[src/hdl/elss_pkg.sv]
// Package with shared constants and carrier types for lane and state steering.
`default_nettype none
package elss_pkg;

   // ----------------------------------------------------------------
   // Access sizes and states
   // ----------------------------------------------------------------
   typedef enum logic [1:0] {
      SIZE_BYTE = 2'h0,
      SIZE_HALF = 2'h1,
      SIZE_WORD = 2'h2
   } elss_size_type;

   typedef enum logic [1:0] {
      ST_NATIVE = 2'h1,
      ST_COMPRESSED = 2'h2
   } elss_state_type;

   // ----------------------------------------------------------------
   // Constants
   // ----------------------------------------------------------------
   localparam int DATA_W = 32;
   localparam int LANE_W = 8;
   localparam int LANES = 4;
   localparam int PTR_SEL_BIT = 1;
   localparam logic RESET_BIG_ENDIAN = 1'b0;
   localparam logic [31:0] RESET_POINTER = 32'h0000_0000;
   localparam logic [31:0] NATIVE_STEP = 32'h0000_0004;
   localparam logic [31:0] COMPRESSED_STEP = 32'h0000_0002;

   // Data request from the core towards memory.
   typedef struct packed {
      logic write;
      elss_size_type size;
      logic sign_ext;
      logic [31:0] addr;
      logic [31:0] wdata;
   } elss_req_type;

   // Lane-steered request as seen by the memory system.
   typedef struct packed {
      logic write;
      logic [3:0] lane_en;
      logic [31:0] addr;
      logic [31:0] wdata;
   } elss_bus_type;

endpackage
`default_nettype wire

[src/hdl/elss_lane_map.sv]
// Combinational byte-lane mapping for either endian configuration.
`timescale 1ns/10ps
`default_nettype none
module elss_lane_map (
   // Access description
   input wire logic i_big_endian,
   input wire elss_pkg::elss_size_type i_size,
   input wire logic [1:0] i_addr_lo,
   // Lane enables
   output logic [3:0] o_lane_en
);

   // ----------------------------------------------------------------
   // Lane selection
   // ----------------------------------------------------------------

   // Returns the physical lane of a byte offset within a word.
   function automatic logic [1:0] lane_of(input logic be,
                                           input logic [1:0] off);
      lane_of = be ? ~off : off;
   endfunction

   // Enables one, two or four lanes depending on size.
   always_comb begin
      o_lane_en = 4'h0;
      case (i_size)
         elss_pkg::SIZE_BYTE: begin
            o_lane_en[lane_of(i_big_endian, i_addr_lo)] = 1'b1;
         end
         elss_pkg::SIZE_HALF: begin
            o_lane_en[lane_of(i_big_endian, {i_addr_lo[1], 1'b0})] = 1'b1;
            o_lane_en[lane_of(i_big_endian, {i_addr_lo[1], 1'b1})] = 1'b1;
         end
         elss_pkg::SIZE_WORD: begin
            o_lane_en = 4'hF;
         end
         default: begin
            o_lane_en = 4'h0;
         end
      endcase
   end

endmodule
`default_nettype wire

[src/hdl/elss_load_ext.sv]
// Combinational load lane extraction with zero or sign extension.
`timescale 1ns/10ps
`default_nettype none
module elss_load_ext (
   // Access description
   input wire logic i_big_endian,
   input wire elss_pkg::elss_size_type i_size,
   input wire logic i_sign_ext,
   input wire logic [1:0] i_addr_lo,
   input wire logic [31:0] i_rdata,
   // Result
   output logic [31:0] o_value
);

   // ----------------------------------------------------------------
   // Extraction
   // ----------------------------------------------------------------
   logic [7:0] byte_val;
   logic [15:0] half_val;
   logic [1:0] blane;

   // Picks the lane holding the addressed byte or halfword.
   always_comb begin
      blane = i_big_endian ? ~i_addr_lo : i_addr_lo;
      byte_val = i_rdata[blane*8 +: 8];
      if (i_big_endian ^ i_addr_lo[1]) begin
         half_val = i_rdata[31:16];
      end else begin
         half_val = i_rdata[15:0];
      end
      case (i_size)
         elss_pkg::SIZE_BYTE: begin
            o_value = {{24{i_sign_ext & byte_val[7]}}, byte_val};
         end
         elss_pkg::SIZE_HALF: begin
            o_value = {{16{i_sign_ext & half_val[15]}}, half_val};
         end
         default: begin
            o_value = i_rdata;
         end
      endcase
   end

endmodule
`default_nettype wire

[src/hdl/elss_top.sv]
// Endian lane steering and execution state control of a 32-bit core.
// ----------------------------------------------------------------
// Notes on behaviour
// - Little-endian: byte at word address on bits 7..0, upward lanes.
// - Big-endian: byte at word address on bits 31..24, downward lanes.
// - Little-endian: low address least significant; halfword zero low.
// - Big-endian: low address most significant; halfword zero high.
// - Memory is bytes numbered from zero, four to a word.
// - Word, halfword and byte transfer sizes are supported.
// - Native state fetches words; compressed state fetches halfwords.
// - Compressed state uses pointer bit 1 to pick the halfword.
// - State switch leaves mode and registers unchanged.
// - Exchange branch switches state, target from low or high register.
// - Exceptions enter native state; return restores the state saved at entry.
// ----------------------------------------------------------------
`timescale 1ns/10ps
`default_nettype none
module elss_top (
   // Clock and reset
   input wire logic i_clk_sys,
   input wire logic i_arst_n,
   input wire logic i_clk_en,
   // Configuration pin
   input wire logic i_big_endian,
   // Data request from the core
   input wire logic i_req_valid,
   input wire elss_pkg::elss_req_type i_req,
   // Data bus to memory
   output logic o_bus_valid,
   output elss_pkg::elss_bus_type o_bus,
   output logic o_align_err,
   // Read return from memory
   input wire logic i_rd_valid,
   input wire logic [31:0] i_rdata,
   output logic o_load_valid,
   output logic [31:0] o_load_value,
   // Instruction fetch
   input wire logic i_fetch_adv,
   input wire logic [31:0] i_fetch_word,
   output logic [31:0] o_fetch_addr,
   output logic [31:0] o_instr,
   output logic o_instr_wide,
   // State control
   input wire logic i_xbranch,
   input wire logic [31:0] i_xbranch_target,
   input wire logic i_exc_take,
   input wire logic [31:0] i_exc_vector,
   input wire logic i_exc_return,
   input wire logic [31:0] i_exc_ret_addr,
   output logic o_compressed,
   output logic o_saved_compressed
);

   // ----------------------------------------------------------------
   // Configuration pin synchroniser
   // ----------------------------------------------------------------
   logic be_meta;
   logic be_sync;

   // Two stages before the endian setting is used.
   always_ff @(posedge i_clk_sys or negedge i_arst_n) begin
      if (!i_arst_n) begin
         be_meta <= elss_pkg::RESET_BIG_ENDIAN;
         be_sync <= elss_pkg::RESET_BIG_ENDIAN;
      end else if (i_clk_en) begin
         be_meta <= i_big_endian;
         be_sync <= be_meta;
      end
   end

   // ----------------------------------------------------------------
   // Store and request steering
   // ----------------------------------------------------------------
   logic [3:0] lane_en;
   logic [31:0] next_wdata;
   logic next_misaligned;
   logic [1:0] req_off;
   elss_pkg::elss_req_type load_req;

   assign req_off = i_req.addr[1:0];

   elss_lane_map u_lane_map (
      .i_big_endian(be_sync),
      .i_size(i_req.size),
      .i_addr_lo(req_off),
      .o_lane_en(lane_en)
   );

   // Replicates narrow store data onto every lane it may occupy.
   always_comb begin
      case (i_req.size)
         elss_pkg::SIZE_BYTE: next_wdata = {4{i_req.wdata[7:0]}};
         elss_pkg::SIZE_HALF: next_wdata = {2{i_req.wdata[15:0]}};
         default: next_wdata = i_req.wdata;
      endcase
   end

   // Flags addresses that break natural alignment.
   always_comb begin
      case (i_req.size)
         elss_pkg::SIZE_WORD: next_misaligned = |req_off;
         elss_pkg::SIZE_HALF: next_misaligned = req_off[0];
         default: next_misaligned = 1'b0;
      endcase
   end

   // Registers the steered request; lanes tell memory what to keep.
   always_ff @(posedge i_clk_sys or negedge i_arst_n) begin
      if (!i_arst_n) begin
         o_bus_valid <= 1'b0;
         o_bus <= '0;
         o_align_err <= 1'b0;
         load_req <= '0;
      end else if (i_clk_en) begin
         o_bus_valid <= i_req_valid;
         o_align_err <= i_req_valid & next_misaligned;
         if (i_req_valid) begin
            o_bus.write <= i_req.write;
            o_bus.lane_en <= lane_en;
            o_bus.addr <= i_req.addr;
            o_bus.wdata <= next_wdata;
            load_req <= i_req;
         end
      end
   end

   // ----------------------------------------------------------------
   // Load return
   // ----------------------------------------------------------------
   logic [31:0] next_load;

   elss_load_ext u_load_ext (
      .i_big_endian(be_sync),
      .i_size(load_req.size),
      .i_sign_ext(load_req.sign_ext),
      .i_addr_lo(load_req.addr[1:0]),
      .i_rdata(i_rdata),
      .o_value(next_load)
   );

   // Captures the extended load result one cycle after return.
   always_ff @(posedge i_clk_sys or negedge i_arst_n) begin
      if (!i_arst_n) begin
         o_load_valid <= 1'b0;
         o_load_value <= 32'h0000_0000;
      end else if (i_clk_en) begin
         o_load_valid <= i_rd_valid;
         if (i_rd_valid) begin
            o_load_value <= next_load;
         end
      end
   end

   // ----------------------------------------------------------------
   // Execution state machine
   // ----------------------------------------------------------------
   elss_pkg::elss_state_type state;
   elss_pkg::elss_state_type next_state;
   logic saved_cmp;

   // Exceptions win over a branch in the same cycle.
   always_comb begin
      case (state)
         elss_pkg::ST_NATIVE, elss_pkg::ST_COMPRESSED: begin
            if (i_exc_take) begin
               next_state = elss_pkg::ST_NATIVE;
            end else if (i_exc_return) begin
               next_state = saved_cmp ? elss_pkg::ST_COMPRESSED
                                      : elss_pkg::ST_NATIVE;
            end else if (i_xbranch) begin
               next_state = i_xbranch_target[0] ? elss_pkg::ST_COMPRESSED
                                                : elss_pkg::ST_NATIVE;
            end else begin
               next_state = state;
            end
         end
         default: next_state = elss_pkg::ST_NATIVE;
      endcase
   end

   // Only the state bit changes; mode and registers live elsewhere.
   always_ff @(posedge i_clk_sys or negedge i_arst_n) begin
      if (!i_arst_n) begin
         state <= elss_pkg::ST_NATIVE;
      end else if (i_clk_en) begin
         state <= next_state;
      end
   end

   // Remembers the state interrupted by an exception.
   always_ff @(posedge i_clk_sys or negedge i_arst_n) begin
      if (!i_arst_n) begin
         saved_cmp <= 1'b0;
      end else if (i_clk_en && i_exc_take) begin
         saved_cmp <= (state == elss_pkg::ST_COMPRESSED);
      end
   end

   assign o_compressed = (state == elss_pkg::ST_COMPRESSED);
   assign o_saved_compressed = saved_cmp;

   // ----------------------------------------------------------------
   // Instruction pointer and fetch
   // ----------------------------------------------------------------
   logic [31:0] instruction_pointer;
   logic [31:0] next_pointer;

   // Aligns redirects to the width of the state being entered.
   function automatic logic [31:0] align_ptr(input logic [31:0] a,
                                             input logic cmp);
      align_ptr = cmp ? {a[31:1], 1'b0} : {a[31:2], 2'h0};
   endfunction

   // Chooses the next pointer from redirects or sequential step.
   always_comb begin
      if (i_exc_take) begin
         next_pointer = align_ptr(i_exc_vector, 1'b0);
      end else if (i_exc_return) begin
         next_pointer = align_ptr(i_exc_ret_addr, saved_cmp);
      end else if (i_xbranch) begin
         next_pointer = align_ptr(i_xbranch_target, i_xbranch_target[0]);
      end else if (i_fetch_adv) begin
         next_pointer = instruction_pointer + (o_compressed
            ? elss_pkg::COMPRESSED_STEP : elss_pkg::NATIVE_STEP);
      end else begin
         next_pointer = instruction_pointer;
      end
   end

   always_ff @(posedge i_clk_sys or negedge i_arst_n) begin
      if (!i_arst_n) begin
         instruction_pointer <= elss_pkg::RESET_POINTER;
      end else if (i_clk_en) begin
         instruction_pointer <= next_pointer;
      end
   end

   assign o_fetch_addr = {instruction_pointer[31:2], 2'h0};

   // Picks the current instruction out of the fetched word.
   always_ff @(posedge i_clk_sys or negedge i_arst_n) begin
      if (!i_arst_n) begin
         o_instr <= 32'h0000_0000;
         o_instr_wide <= 1'b1;
      end else if (i_clk_en) begin
         o_instr_wide <= !o_compressed;
         if (!o_compressed) begin
            o_instr <= i_fetch_word;
         end else if (instruction_pointer[elss_pkg::PTR_SEL_BIT] ^ be_sync)
         begin
            o_instr <= {16'h0000, i_fetch_word[31:16]};
         end else begin
            o_instr <= {16'h0000, i_fetch_word[15:0]};
         end
      end
   end

   // ----------------------------------------------------------------
   // Assertions
   // ----------------------------------------------------------------
   a_exc_native: assert property (
      @(posedge i_clk_sys) disable iff (!i_arst_n)
      i_clk_en && i_exc_take |=> !o_compressed)
      else $error("Exception entry did not select native state.");

   a_exc_restore: assert property (
      @(posedge i_clk_sys) disable iff (!i_arst_n)
      i_clk_en && i_exc_return && !i_exc_take
      |=> o_compressed == $past(o_saved_compressed))
      else $error("Return did not restore the saved state.");

   a_xbranch_state: assert property (
      @(posedge i_clk_sys) disable iff (!i_arst_n)
      i_clk_en && i_xbranch && !i_exc_take && !i_exc_return
      |=> o_compressed == $past(i_xbranch_target[0]))
      else $error("Exchange branch chose the wrong state.");

   a_word_lanes: assert property (
      @(posedge i_clk_sys) disable iff (!i_arst_n)
      i_clk_en && i_req_valid && i_req.size == elss_pkg::SIZE_WORD
      |=> o_bus.lane_en == 4'hF)
      else $error("Word access did not enable all lanes.");

   a_byte_lane: assert property (
      @(posedge i_clk_sys) disable iff (!i_arst_n)
      i_clk_en && i_req_valid && i_req.size == elss_pkg::SIZE_BYTE
      && i_req.addr[1:0] == 2'h0
      |=> o_bus.lane_en == ($past(be_sync) ? 4'h8 : 4'h1))
      else $error("Byte zero steered to wrong lane.");

   a_align_flag: assert property (
      @(posedge i_clk_sys) disable iff (!i_arst_n)
      i_clk_en && i_req_valid && i_req.size == elss_pkg::SIZE_HALF
      && i_req.addr[0] |=> o_align_err)
      else $error("Odd halfword address not flagged.");

   a_ptr_aligned: assert property (
      @(posedge i_clk_sys) disable iff (!i_arst_n)
      !o_compressed |-> instruction_pointer[1:0] == 2'h0)
      else $error("Native pointer not word aligned.");

   a_load_sext: assert property (
      @(posedge i_clk_sys) disable iff (!i_arst_n)
      i_clk_en && i_rd_valid && load_req.size == elss_pkg::SIZE_BYTE
      && load_req.sign_ext |=> o_load_value[31:8] == {24{o_load_value[7]}})
      else $error("Signed byte load not sign extended.");

   c_exc_from_cmp: cover property (
      @(posedge i_clk_sys) disable iff (!i_arst_n)
      o_compressed && i_exc_take);
   c_half_store: cover property (
      @(posedge i_clk_sys) disable iff (!i_arst_n)
      i_req_valid && i_req.write && i_req.size == elss_pkg::SIZE_HALF);
   c_big_load: cover property (
      @(posedge i_clk_sys) disable iff (!i_arst_n)
      be_sync && i_rd_valid);

endmodule
`default_nettype wire

[config.mk]
export PLATFORM = sky130hd
export DESIGN_NAME = elss_top
export DESIGN_NICKNAME = d
export VERILOG_FILES = /design/src/hdl/elss_pkg.sv /design/src/hdl/elss_lane_map.sv /design/src/hdl/elss_load_ext.sv /design/src/hdl/elss_top.sv
export SDC_FILE = /design/constraint.sdc
export NUM_CORES = 1
export LEC_CHECK = 0
export ABC_AREA = 1
export ABC_CLOCK_PERIOD_IN_PS = 2700
export BUFFER_PORTS_ARGS = -buffer_cell sky130_fd_sc_hd__buf_4
export CAP_MARGIN = 15
export CELL_PAD_IN_SITES_DETAIL_PLACEMENT = 0
export CELL_PAD_IN_SITES_GLOBAL_PLACEMENT = 1
export CORE_MARGIN = 8
export CORE_UTILIZATION = 35
export CTS_CLUSTER_DIAMETER = 100
export DETAILED_ROUTE_END_ITERATION = 10
export GPL_ROUTABILITY_DRIVEN = 0
export GPL_TIMING_DRIVEN = 0
export PLACE_DENSITY = 0.89
export SYNTH_ARGS = -nofsm -noshare
export SYNTH_HDL_FRONTEND = slang
export SYNTH_HIERARCHICAL = 1
export SYNTH_SLANG_ARGS = --single-unit
[constraint.sdc]
create_clock -name i_clk_sys -period 2.7 [get_ports i_clk_sys]
set_clock_uncertainty 0.1 [all_clocks]
set_input_delay 0.54 -clock i_clk_sys [delete_from_list [all_inputs] [get_ports i_clk_sys]]
set_output_delay 0.54 -clock i_clk_sys [all_outputs]
set_load 0.01 [all_outputs]
==> results_tabular.tex, run 1 <==
\begin{tabular}{lr}
\hline
Metric & Value \\
\hline
\multicolumn{2}{l}{\textbf{Status}} \\
Result of the run & complete, no violations \\
\multicolumn{2}{l}{\textbf{Route}} \\
Iter 0 DRT Violations & 872 \\
Router iterations before antenna repair & 5 \\
Wire length per cell after detailed routing & 18.9 microns \\
ANT nets after route & 0 \\
Total via count in the routed design & 10,900 \\
Post-DR vias/cell & 5.00 \\
Remaining design rule violation count & 0 \\
Routed wire length & 41.1 mm \\
\multicolumn{2}{l}{\textbf{Synthesis}} \\
Cell type with the largest total area after synthesis & sky130\_fd\_sc\_hd\_\_dfrtp\_1 \\
Netlist Area Pre-Place & 10,300 sq um \\
Most instantiated cells after synthesis & sky130\_fd\_sc\_hd\_\_nand2\_1, sky130\_fd\_sc\_hd\_\_dfrtp\_1, sky130\_fd\_sc\_hd\_\_nor2\_1, sky130\_fd\_sc\_hd\_\_o21ai\_0, sky130\_fd\_sc\_hd\_\_a21oi\_1 \\
Synthesized area per cell & 7.61 sq um \\
Most numerous cell in the Yosys netlist & sky130\_fd\_sc\_hd\_\_nand2\_1 \\
Post-synthesis register bit count & 176 \\
Prevailing post-synth register cell & sky130\_fd\_sc\_hd\_\_dfrtp\_1 \\
Count of flip-flops with a built-in enable after synthesis & 0 \\
Number of distinct library cells after synthesis & 49 \\
Fraction of synthesis flops using an asynchronous set or reset pin & 1.00 \\
Gate count of the mapped netlist & 1,354 \\
Sequential share of the synthesized area & 0.428 \\
Main area contributors after synthesis & sky130\_fd\_sc\_hd\_\_dfrtp\_1, sky130\_fd\_sc\_hd\_\_nand2\_1, sky130\_fd\_sc\_hd\_\_buf\_4 \\
Area share of the largest cell type after synthesis & 0.423 \\
Number of synthesis warnings & 6 \\
\multicolumn{2}{l}{\textbf{Floorplanning}} \\
Die Y-Extent & 188 microns \\
IO Pins & 409 \\
Std cell rows & 63 \\
Core area & 29,300 sq um \\
Initial cell density of the core & 0.351 \\
Die Span X & 188 microns \\
Full die area & 35,200 sq um \\
\multicolumn{2}{l}{\textbf{GRT}} \\
Sum of overflow across all layers after global routing & 0 \\
First-pass GRT wire length & 64.1 mm \\
Vias in the first global route & 11,300 \\
Largest net degree at the start of global routing & 99 \\
Initial antenna violation count & 1 \\
Total GRT Usage & 0.228 \\
\multicolumn{2}{l}{\textbf{Power}} \\
Total design power & 8.55 mW \\
Power density cells & 591 nW/um\^{}2 \\
Reported leakage power & 7.54 nW \\
IR Drop Worst-Case VDD & 302 uV \\
\multicolumn{2}{l}{\textbf{Timing}} \\
RSZ-0062 raised after global routing & true \\
Final critical-path required period & 2.52 ns \\
Maximum clock frequency & 0.396 GHz \\
Finish-stage setup viols & 0 \\
Setup slack of the critical path after layout & 0.177 ns \\
Portion of the clock cycle consumed by the worst path in the final layout & 0.935 \\
Fin. Hold Viols & 0 \\
Hold slack & 0.189 ns \\
Worst-margin pin slew & 0.730 ns \\
Slew headroom & 0.513 \\
Count of pins over their slew limit & 0 \\
\multicolumn{2}{l}{\textbf{Worst hold path}} \\
Classification of the worst-slack hold path & in2reg \\
Worst hold path depth & 3 \\
\multicolumn{2}{l}{\textbf{Setup path}} \\
Reg2Reg Depth & 15 \\
CP Class & reg2reg \\
Endpoint type of the worst setup path & register \\
Largest fanout of any net on the critical path & 6 \\
Kind of start point of the critical path & register \\
CP Data Required Time & 2.93 ns \\
Signal arrival time at the worst endpoint & 2.75 ns \\
\multicolumn{2}{l}{\textbf{Clocking}} \\
\# Post-CTS Setup Buffers & 0 \\
Num Clock Sinks & 176 \\
Number of buffers created by CTS & 17 \\
Clock buffer depth & 2 \\
Clk Tree Root Cell & sky130\_fd\_sc\_hd\_\_clkbuf\_16 \\
Reg clk slew, reported paths & 0.08 ns \\
Total number of H-tree levels & 4 \\
Insertion delay to the later sink of the worst-skew pair & 0.44 ns \\
CTS tree & built \\
\multicolumn{2}{l}{\textbf{Placement}} \\
Worst Setup Slack post-DPL & -0.371 ns \\
Cells after DPL & 2,147 \\
DP HPWL & 32.1 mm \\
IO Port Bufs & 401 \\
\multicolumn{2}{l}{\textbf{Finish}} \\
Non-Filler Instances & 2,180 \\
Seq. cell area & 4410 sq um \\
Area of the multi-input gates & 4880 sq um \\
Fraction of layout instances using a drive strength above 1 & 0.344 \\
Final \#Nets & 2,021 \\
Fillcell total & 2,908 \\
Final core utilization & 0.493 \\
Post-synthesis to final-layout area growth & 40.2\% \\
\multicolumn{2}{l}{\textbf{Run}} \\
Count of max-cap constraint violations & 0 \\
\hline
\end{tabular}
==> timing repair <==
action,CTS,global route
hold buffers,1,0
endpoints found under the hold margin,5,0
setup endpoints to repair,16,21
resized for setup,0,8
==> cells by family after synthesis <==
kind of cell               after synthesis  synth area share
and+or+nand+nor                        722             0.302
AOI/OAI and AO/OA                      218             0.118
buffers and inverters                  190             0.101
DFF                                    176             0.428
muxes                                   32            0.0350
xor gates and xnor gates                 8           0.00680
adders and majority gates                7           0.00923
other                                    1          0.000364
==> area by class of cell <==
class,instances,share of cell area
clock buffers,19,0.0313
well taps,390,0.0338
inverters,59,0.0155
multi-input cells,989,0.338
clock inverters,13,0.00875
flip-flops and latches,176,0.305
repair buffers,403,0.211
plain buffers,130,0.0565
diodes,1,0.000173
==> flip-flops by register name, indices dropped and copies added, names as in the netlist <==
name,cells
o_bus_valid,1
o_load_value,32
o_load_valid,1
o_instr_wide,1
be_sync,1
o_saved_compressed,1
o_align_err,1
o_instr,32
state,2
load_req,35
be_meta,1
o_bus,37
instruction_pointer,31
==> worst paths after layout <==
kind	to	start	slack, ns
max	instruction_pointer[25]$_DFFE_PN0P_	state[0]$_DFFE_PN1P_	0.18
min	load_req[43]$_DFFE_PN0P_	i_req[43]	0.19
max reg2reg	instruction_pointer[25]$_DFFE_PN0P_	state[0]$_DFFE_PN1P_	0.18
min reg2reg	o_load_valid$_DFFE_PN0P_	o_load_valid$_DFFE_PN0P_	0.37
max in group asynchronous	instruction_pointer[31]$_DFFE_PN0P_	i_arst_n	0.96
min in group asynchronous	o_instr[10]$_DFFE_PN0P_	i_arst_n	0.54
==> power breakdown <==
| part | internal [mW] | switching [mW] |
|---|---|---|
| Clock | 1.34 | 1.19 |
| Sequential | 3.03 | 0.337 |
| Combinational | 1.31 | 1.33 |
| Total | 5.69 | 2.86 |
==> stage by stage <==
stage / TNS [ns] / area, sq um
6_report: 0 / 14500
3_3_place_gp: -39.66 / 13800
5_1_grt: -0.0117 / 14500
2_1_floorplan: 0 / 10300
4_1_cts: -0.151 / 14400
3_5_place_dp: -2.54 / 13800
==> layout by cell type (no fill, tap or decap), types with 3 or more instances in the layout <==
| cell type | n |
|---|---|
| sky130_fd_sc_hd__a21oi_1 | 86 |
| sky130_fd_sc_hd__a21oi_2 | 3 |
| sky130_fd_sc_hd__a22oi_1 | 17 |
| sky130_fd_sc_hd__buf_1 | 3 |
| sky130_fd_sc_hd__buf_2 | 15 |
| sky130_fd_sc_hd__buf_4 | 467 |
| sky130_fd_sc_hd__buf_6 | 6 |
| sky130_fd_sc_hd__clkbuf_1 | 37 |
| sky130_fd_sc_hd__clkbuf_16 | 17 |
| sky130_fd_sc_hd__clkinv_2 | 3 |
| sky130_fd_sc_hd__dfrtp_1 | 174 |
| sky130_fd_sc_hd__ha_1 | 5 |
| sky130_fd_sc_hd__inv_1 | 52 |
| sky130_fd_sc_hd__inv_2 | 4 |
| sky130_fd_sc_hd__inv_6 | 3 |
| sky130_fd_sc_hd__mux2_2 | 32 |
| sky130_fd_sc_hd__nand2_1 | 472 |
| sky130_fd_sc_hd__nand2_2 | 12 |
| sky130_fd_sc_hd__nand2_4 | 3 |
| sky130_fd_sc_hd__nand3_1 | 57 |
| sky130_fd_sc_hd__nand3_2 | 22 |
| sky130_fd_sc_hd__nand3b_1 | 7 |
| sky130_fd_sc_hd__nand4_1 | 24 |
| sky130_fd_sc_hd__nor2_1 | 112 |
| sky130_fd_sc_hd__nor2_2 | 4 |
| sky130_fd_sc_hd__o211ai_1 | 10 |
| sky130_fd_sc_hd__o21ai_0 | 88 |
| sky130_fd_sc_hd__o21bai_1 | 5 |
| sky130_fd_sc_hd__xor2_1 | 6 |
==> critical path, stage by stage (launching register included) <==
cell and delay (ns):
sky130_fd_sc_hd__dfstp_2 0.53, sky130_fd_sc_hd__inv_1 0.05, sky130_fd_sc_hd__ha_2 0.25, sky130_fd_sc_hd__fa_2 0.41
sky130_fd_sc_hd__inv_1 0.11, sky130_fd_sc_hd__nand3_4 0.11, sky130_fd_sc_hd__inv_1 0.08, sky130_fd_sc_hd__nand2_1 0.06
sky130_fd_sc_hd__nor2_2 0.15, sky130_fd_sc_hd__nand2_1 0.13, sky130_fd_sc_hd__nor2_1 0.11, sky130_fd_sc_hd__nand2_1 0.06
sky130_fd_sc_hd__nand3_1 0.08, sky130_fd_sc_hd__nand2_1 0.06, sky130_fd_sc_hd__nand2_1 0.06, sky130_fd_sc_hd__nand2_1 0.05
==> per-layer routing <==
metal	part of all wire	routed length (microns)	vias up	GRT usage
li1	-	-	5199	-
met1	0.40	16500	5124	0.272
met2	0.48	19800	493	0.378
met3	0.082	3380	81	0.0721
met4	0.036	1490	0	0.0930
met5	0	0	-	0
Note: power is estimated with default switching activity, not from simulation.
==> run 2, diff against run 1 <==
Settings changed: CELL_PAD_IN_SITES_DETAIL_PLACEMENT 0 to 1.
==> run 2 against run 1 <==
  * The flow now finishes with violations (design-rule violations)
  * Die area stayed put
  * Core utilization increased by 0.15 points
  * Clock-buffer cell count rose by 4
  * Sequential power hardly changed
  * Wire length grew 14%
  * First-iteration DRC count fell by 25%
  * Combinational power up 4%
  * Design area up 0.29%
  * Setup slack worse by 0.043 ns
  * Critical path depth grew 2
  * Clock power grew 4%
  * Critical endpoint is now instruction_pointer[31]$_DFFE_PN0P_
  * Largest cell class unchanged
==> results_tabular.tex, run 2 (synthesis gave the netlist of run 1 again) <==
\begin{tabular}{lr}
\hline
Metric & Value \\
\hline
\multicolumn{2}{l}{\textbf{Status}} \\
Result of the run & finished, violations left \\
Violations in the final reports & design-rule violations \\
\multicolumn{2}{l}{\textbf{Worst hold path}} \\
Classification of the worst-slack hold path & in2reg \\
\multicolumn{2}{l}{\textbf{Run}} \\
Count of max-cap constraint violations & 0 (unchanged) \\
\multicolumn{2}{l}{\textbf{Route}} \\
Total via count in the routed design & 11,400 (+4.8\%) \\
Iter 0 DRT Violations & 650 (-25\%) \\
Wire length per cell after detailed routing & 21.4 microns (+14\%) \\
Remaining design rule violation count & 1 (+1) \\
ANT nets after route & 0 (unchanged) \\
Post-DR vias/cell & 5.24 (+4.8\%) \\
Routed wire length & 46.8 mm (+14\%) \\
Router iterations before antenna repair & 9 (+4) \\
\multicolumn{2}{l}{\textbf{Clocking}} \\
Reg clk slew, reported paths & 0.08 ns (about the same) \\
Number of buffers created by CTS & 17 (unchanged) \\
Clock buffer depth & 2 (unchanged) \\
Num Clock Sinks & 176 (unchanged) \\
Insertion delay to the later sink of the worst-skew pair & 0.44 ns (about the same) \\
CTS tree & built \\
Clk Tree Root Cell & sky130\_fd\_sc\_hd\_\_clkbuf\_16 \\
Total number of H-tree levels & 4 (unchanged) \\
\multicolumn{2}{l}{\textbf{Setup path}} \\
Signal arrival time at the worst endpoint & 2.77 ns (+0.02 ns) \\
Worst path cell trace & inv\_1, ha\_1, buf\_4, nand2\_4, fa\_2, inv\_1, nand3\_4, nor2\_4, inv\_1, nor2\_4, nand2\_1, nand2\_1, nand2\_1, nand2\_1, nand2\_1, nand2\_1, nand2\_1 \\
Highest-delay cell along the critical path & sky130\_fd\_sc\_hd\_\_fa\_2 \\
Number of buffer and inverter stages on the critical path & 4 (+1) \\
Endpoint type of the worst setup path & register \\
Most common cell type on the critical path & sky130\_fd\_sc\_hd\_\_nand2\_1 \\
Largest fanout of any net on the critical path & 9 (+3) \\
CP Data Required Time & 2.90 ns (-0.03 ns) \\
CP delay by family, top & simple AND/OR/NAND/NOR gates \\
CP Class & reg2reg \\
Kind of start point of the critical path & register \\
Crit path largest cell delay & 0.39 ns (-0.14 ns) \\
\multicolumn{2}{l}{\textbf{Timing}} \\
RSZ-0062 raised after global routing & false \\
Worst-margin pin slew & 0.729 ns (-0.00156 ns) \\
Finish-stage setup viols & 0 (unchanged) \\
Maximum clock frequency & 0.390 GHz (-1.7\%) \\
Portion of the clock cycle consumed by the worst path in the final layout & 0.951 (+0.0160) \\
Fin. Hold Viols & 0 (unchanged) \\
Hold slack & 0.192 ns (+0.00309 ns) \\
Count of pins over their slew limit & 0 (unchanged) \\
Slew headroom & 0.514 (+0.00104) \\
Final critical-path required period & 2.57 ns (+0.0431 ns) \\
Setup slack of the critical path after layout & 0.133 ns (-0.0431 ns) \\
\multicolumn{2}{l}{\textbf{Floorplanning}} \\
IO Pins & 409 (unchanged) \\
Initial cell density of the core & 0.351 (unchanged) \\
Full die area & 35,200 sq um (unchanged) \\
Die Span X & 188 microns (unchanged) \\
Std cell rows & 63 (unchanged) \\
Die Y-Extent & 188 microns (unchanged) \\
Core area & 29,300 sq um (unchanged) \\
\multicolumn{2}{l}{\textbf{GRT}} \\
Total GRT Usage & 0.258 (+0.0296) \\
Initial antenna violation count & 1 (unchanged) \\
Sum of overflow across all layers after global routing & 0 (unchanged) \\
Vias in the first global route & 12,500 (+11\%) \\
Largest net degree at the start of global routing & 99 (unchanged) \\
First-pass GRT wire length & 71.7 mm (+12\%) \\
\multicolumn{2}{l}{\textbf{Power}} \\
Combinational cell fraction of total power & 0.313 (+0.003) \\
Clock network fraction of design power & 0.300 (+0.004) \\
Switching share of power & 0.334 (-0.000681) \\
NetSw & 2.93 mW (+2.4\%) \\
Reported leakage power & 7.54 nW (about the same) \\
Power density cells & 605 nW/um\^{}2 (+2.3\%) \\
IR Drop Worst-Case VDD & 381 uV (+26\%) \\
Internal Dissipation & 5.84 mW (+2.7\%) \\
Seq pwr share & 0.387 (-0.007) \\
\multicolumn{2}{l}{\textbf{Finish}} \\
Fin area & 14,500 sq um (+0.29\%) \\
Registers with the most flip-flops & o\_bus: 37 flops, load\_req: 35 flops \\
Commonest cells after routing, fill and taps aside & sky130\_fd\_sc\_hd\_\_nand2\_1, sky130\_fd\_sc\_hd\_\_buf\_4, sky130\_fd\_sc\_hd\_\_dfrtp\_1 \\
Most flops, register & o\_bus \\
Final \#Nets & 2,022 (+0.049\%) \\
Most common library cell in the layout ignoring fill and taps & sky130\_fd\_sc\_hd\_\_nand2\_1 \\
Max FFs per register & 37 (unchanged) \\
Post-synthesis to final-layout area growth & 40.6\% \\
Fraction of layout instances using a drive strength above 1 & 0.343 (-0.00131) \\
\multicolumn{2}{l}{\textbf{Placement}} \\
Worst Setup Slack post-DPL & -0.375 ns (-0.00419 ns) \\
IO Port Bufs & 401 (unchanged) \\
DP HPWL & 36.3 mm (+13\%) \\
Area after detailed placement & 13,800 sq um (unchanged) \\
\hline
\end{tabular}
==> run 2: cell count changes in the layout (fill, tap and decap cells not counted), sizes merged <==
cell,before,now
clkbuf,57,61
bufinv,1,3
buf,493,494
inv,62,58
clkinv,7,5
==> run 2: timing repair <==
action / in CTS / in global routing
resized for setup: 5 / 7
setup endpoints to repair: 18 / 15
pin swaps: 0 / 1
hold buffers: 1 / 0
setup buffers: 0 / 1
endpoints found under the hold margin: 6 / 0
==> run 2: through the flow <==
step | utilization | TNS (ns) | instances | power [mW]
after floorplan | - | 0 | 1355 | 4.65
after global placement | 0.471 | -39.66 | 2146 | 6.02
after detailed placement | 0.472 | -2.78 | 2147 | 6.15
after CTS | 0.493 | 0 | 2179 | 8.81
after global routing | 0.494 | 0 | 2181 | 9.15
final | 0.494 | 0 | 2181 | 8.77
==> run 2: layer usage <==
metal  global-route usage  routed length (microns)  vias up
li1                     -                        -     5192
met2                0.446                    23200      484
met4                0.147                     2460        0
met1                0.285                    17900     5608
met5                    0                        0        -
met3               0.0672                     3250      141
==> run 2: final timing paths <==
path | depth (start not counted) | startpoint | slack [ns] | end
worst max-delay path | 17 | state[0]$_DFFE_PN1P_ | 0.13 | instruction_pointer[31]$_DFFE_PN0P_
worst min register to register | 2 | o_load_valid$_DFFE_PN0P_ | 0.38 | o_load_valid$_DFFE_PN0P_
max in group asynchronous | 3 | i_arst_n | 0.96 | o_bus[13]$_DFFE_PN0P_
worst min-delay path | 3 | i_req[35] | 0.19 | load_req[35]$_DFFE_PN0P_
min in group asynchronous | 2 | i_arst_n | 0.55 | o_instr[10]$_DFFE_PN0P_
worst max register to register | 17 | state[0]$_DFFE_PN1P_ | 0.13 | instruction_pointer[31]$_DFFE_PN0P_
==> run 2: tightest hold or removal path, delay by kind of cell <==
kind                   cells  cell delay (ns)
buffers and inverters      1             0.08
and+or+nand+nor            2             0.08
==> run 2: power by group through the flow <==
stage               Clock, mW  Sequential [mW]  Combinational [mW]
floorplan                   0             3.45                1.21
global placement            0             3.40                2.62
detailed placement          0             3.43                2.72
CTS                      2.66             3.38                2.76
global route             2.74             3.44                2.97
finish                   2.63             3.39                2.75
==> run 2: layout make-up <==
| class | instances | area [sq um] |
|---|---|---|
| multi-input cells | 989 | 4900 |
| fillers | 3715 | 14800 |
| inverters | 59 | 224 |
| clock buffers | 23 | 458 |
| repair buffers | 404 | 3060 |
| well taps | 390 | 488 |
| diodes | 1 | 2.50 |
| plain buffers | 130 | 816 |
| clock inverters | 9 | 136 |
| flip-flops and latches | 176 | 4410 |
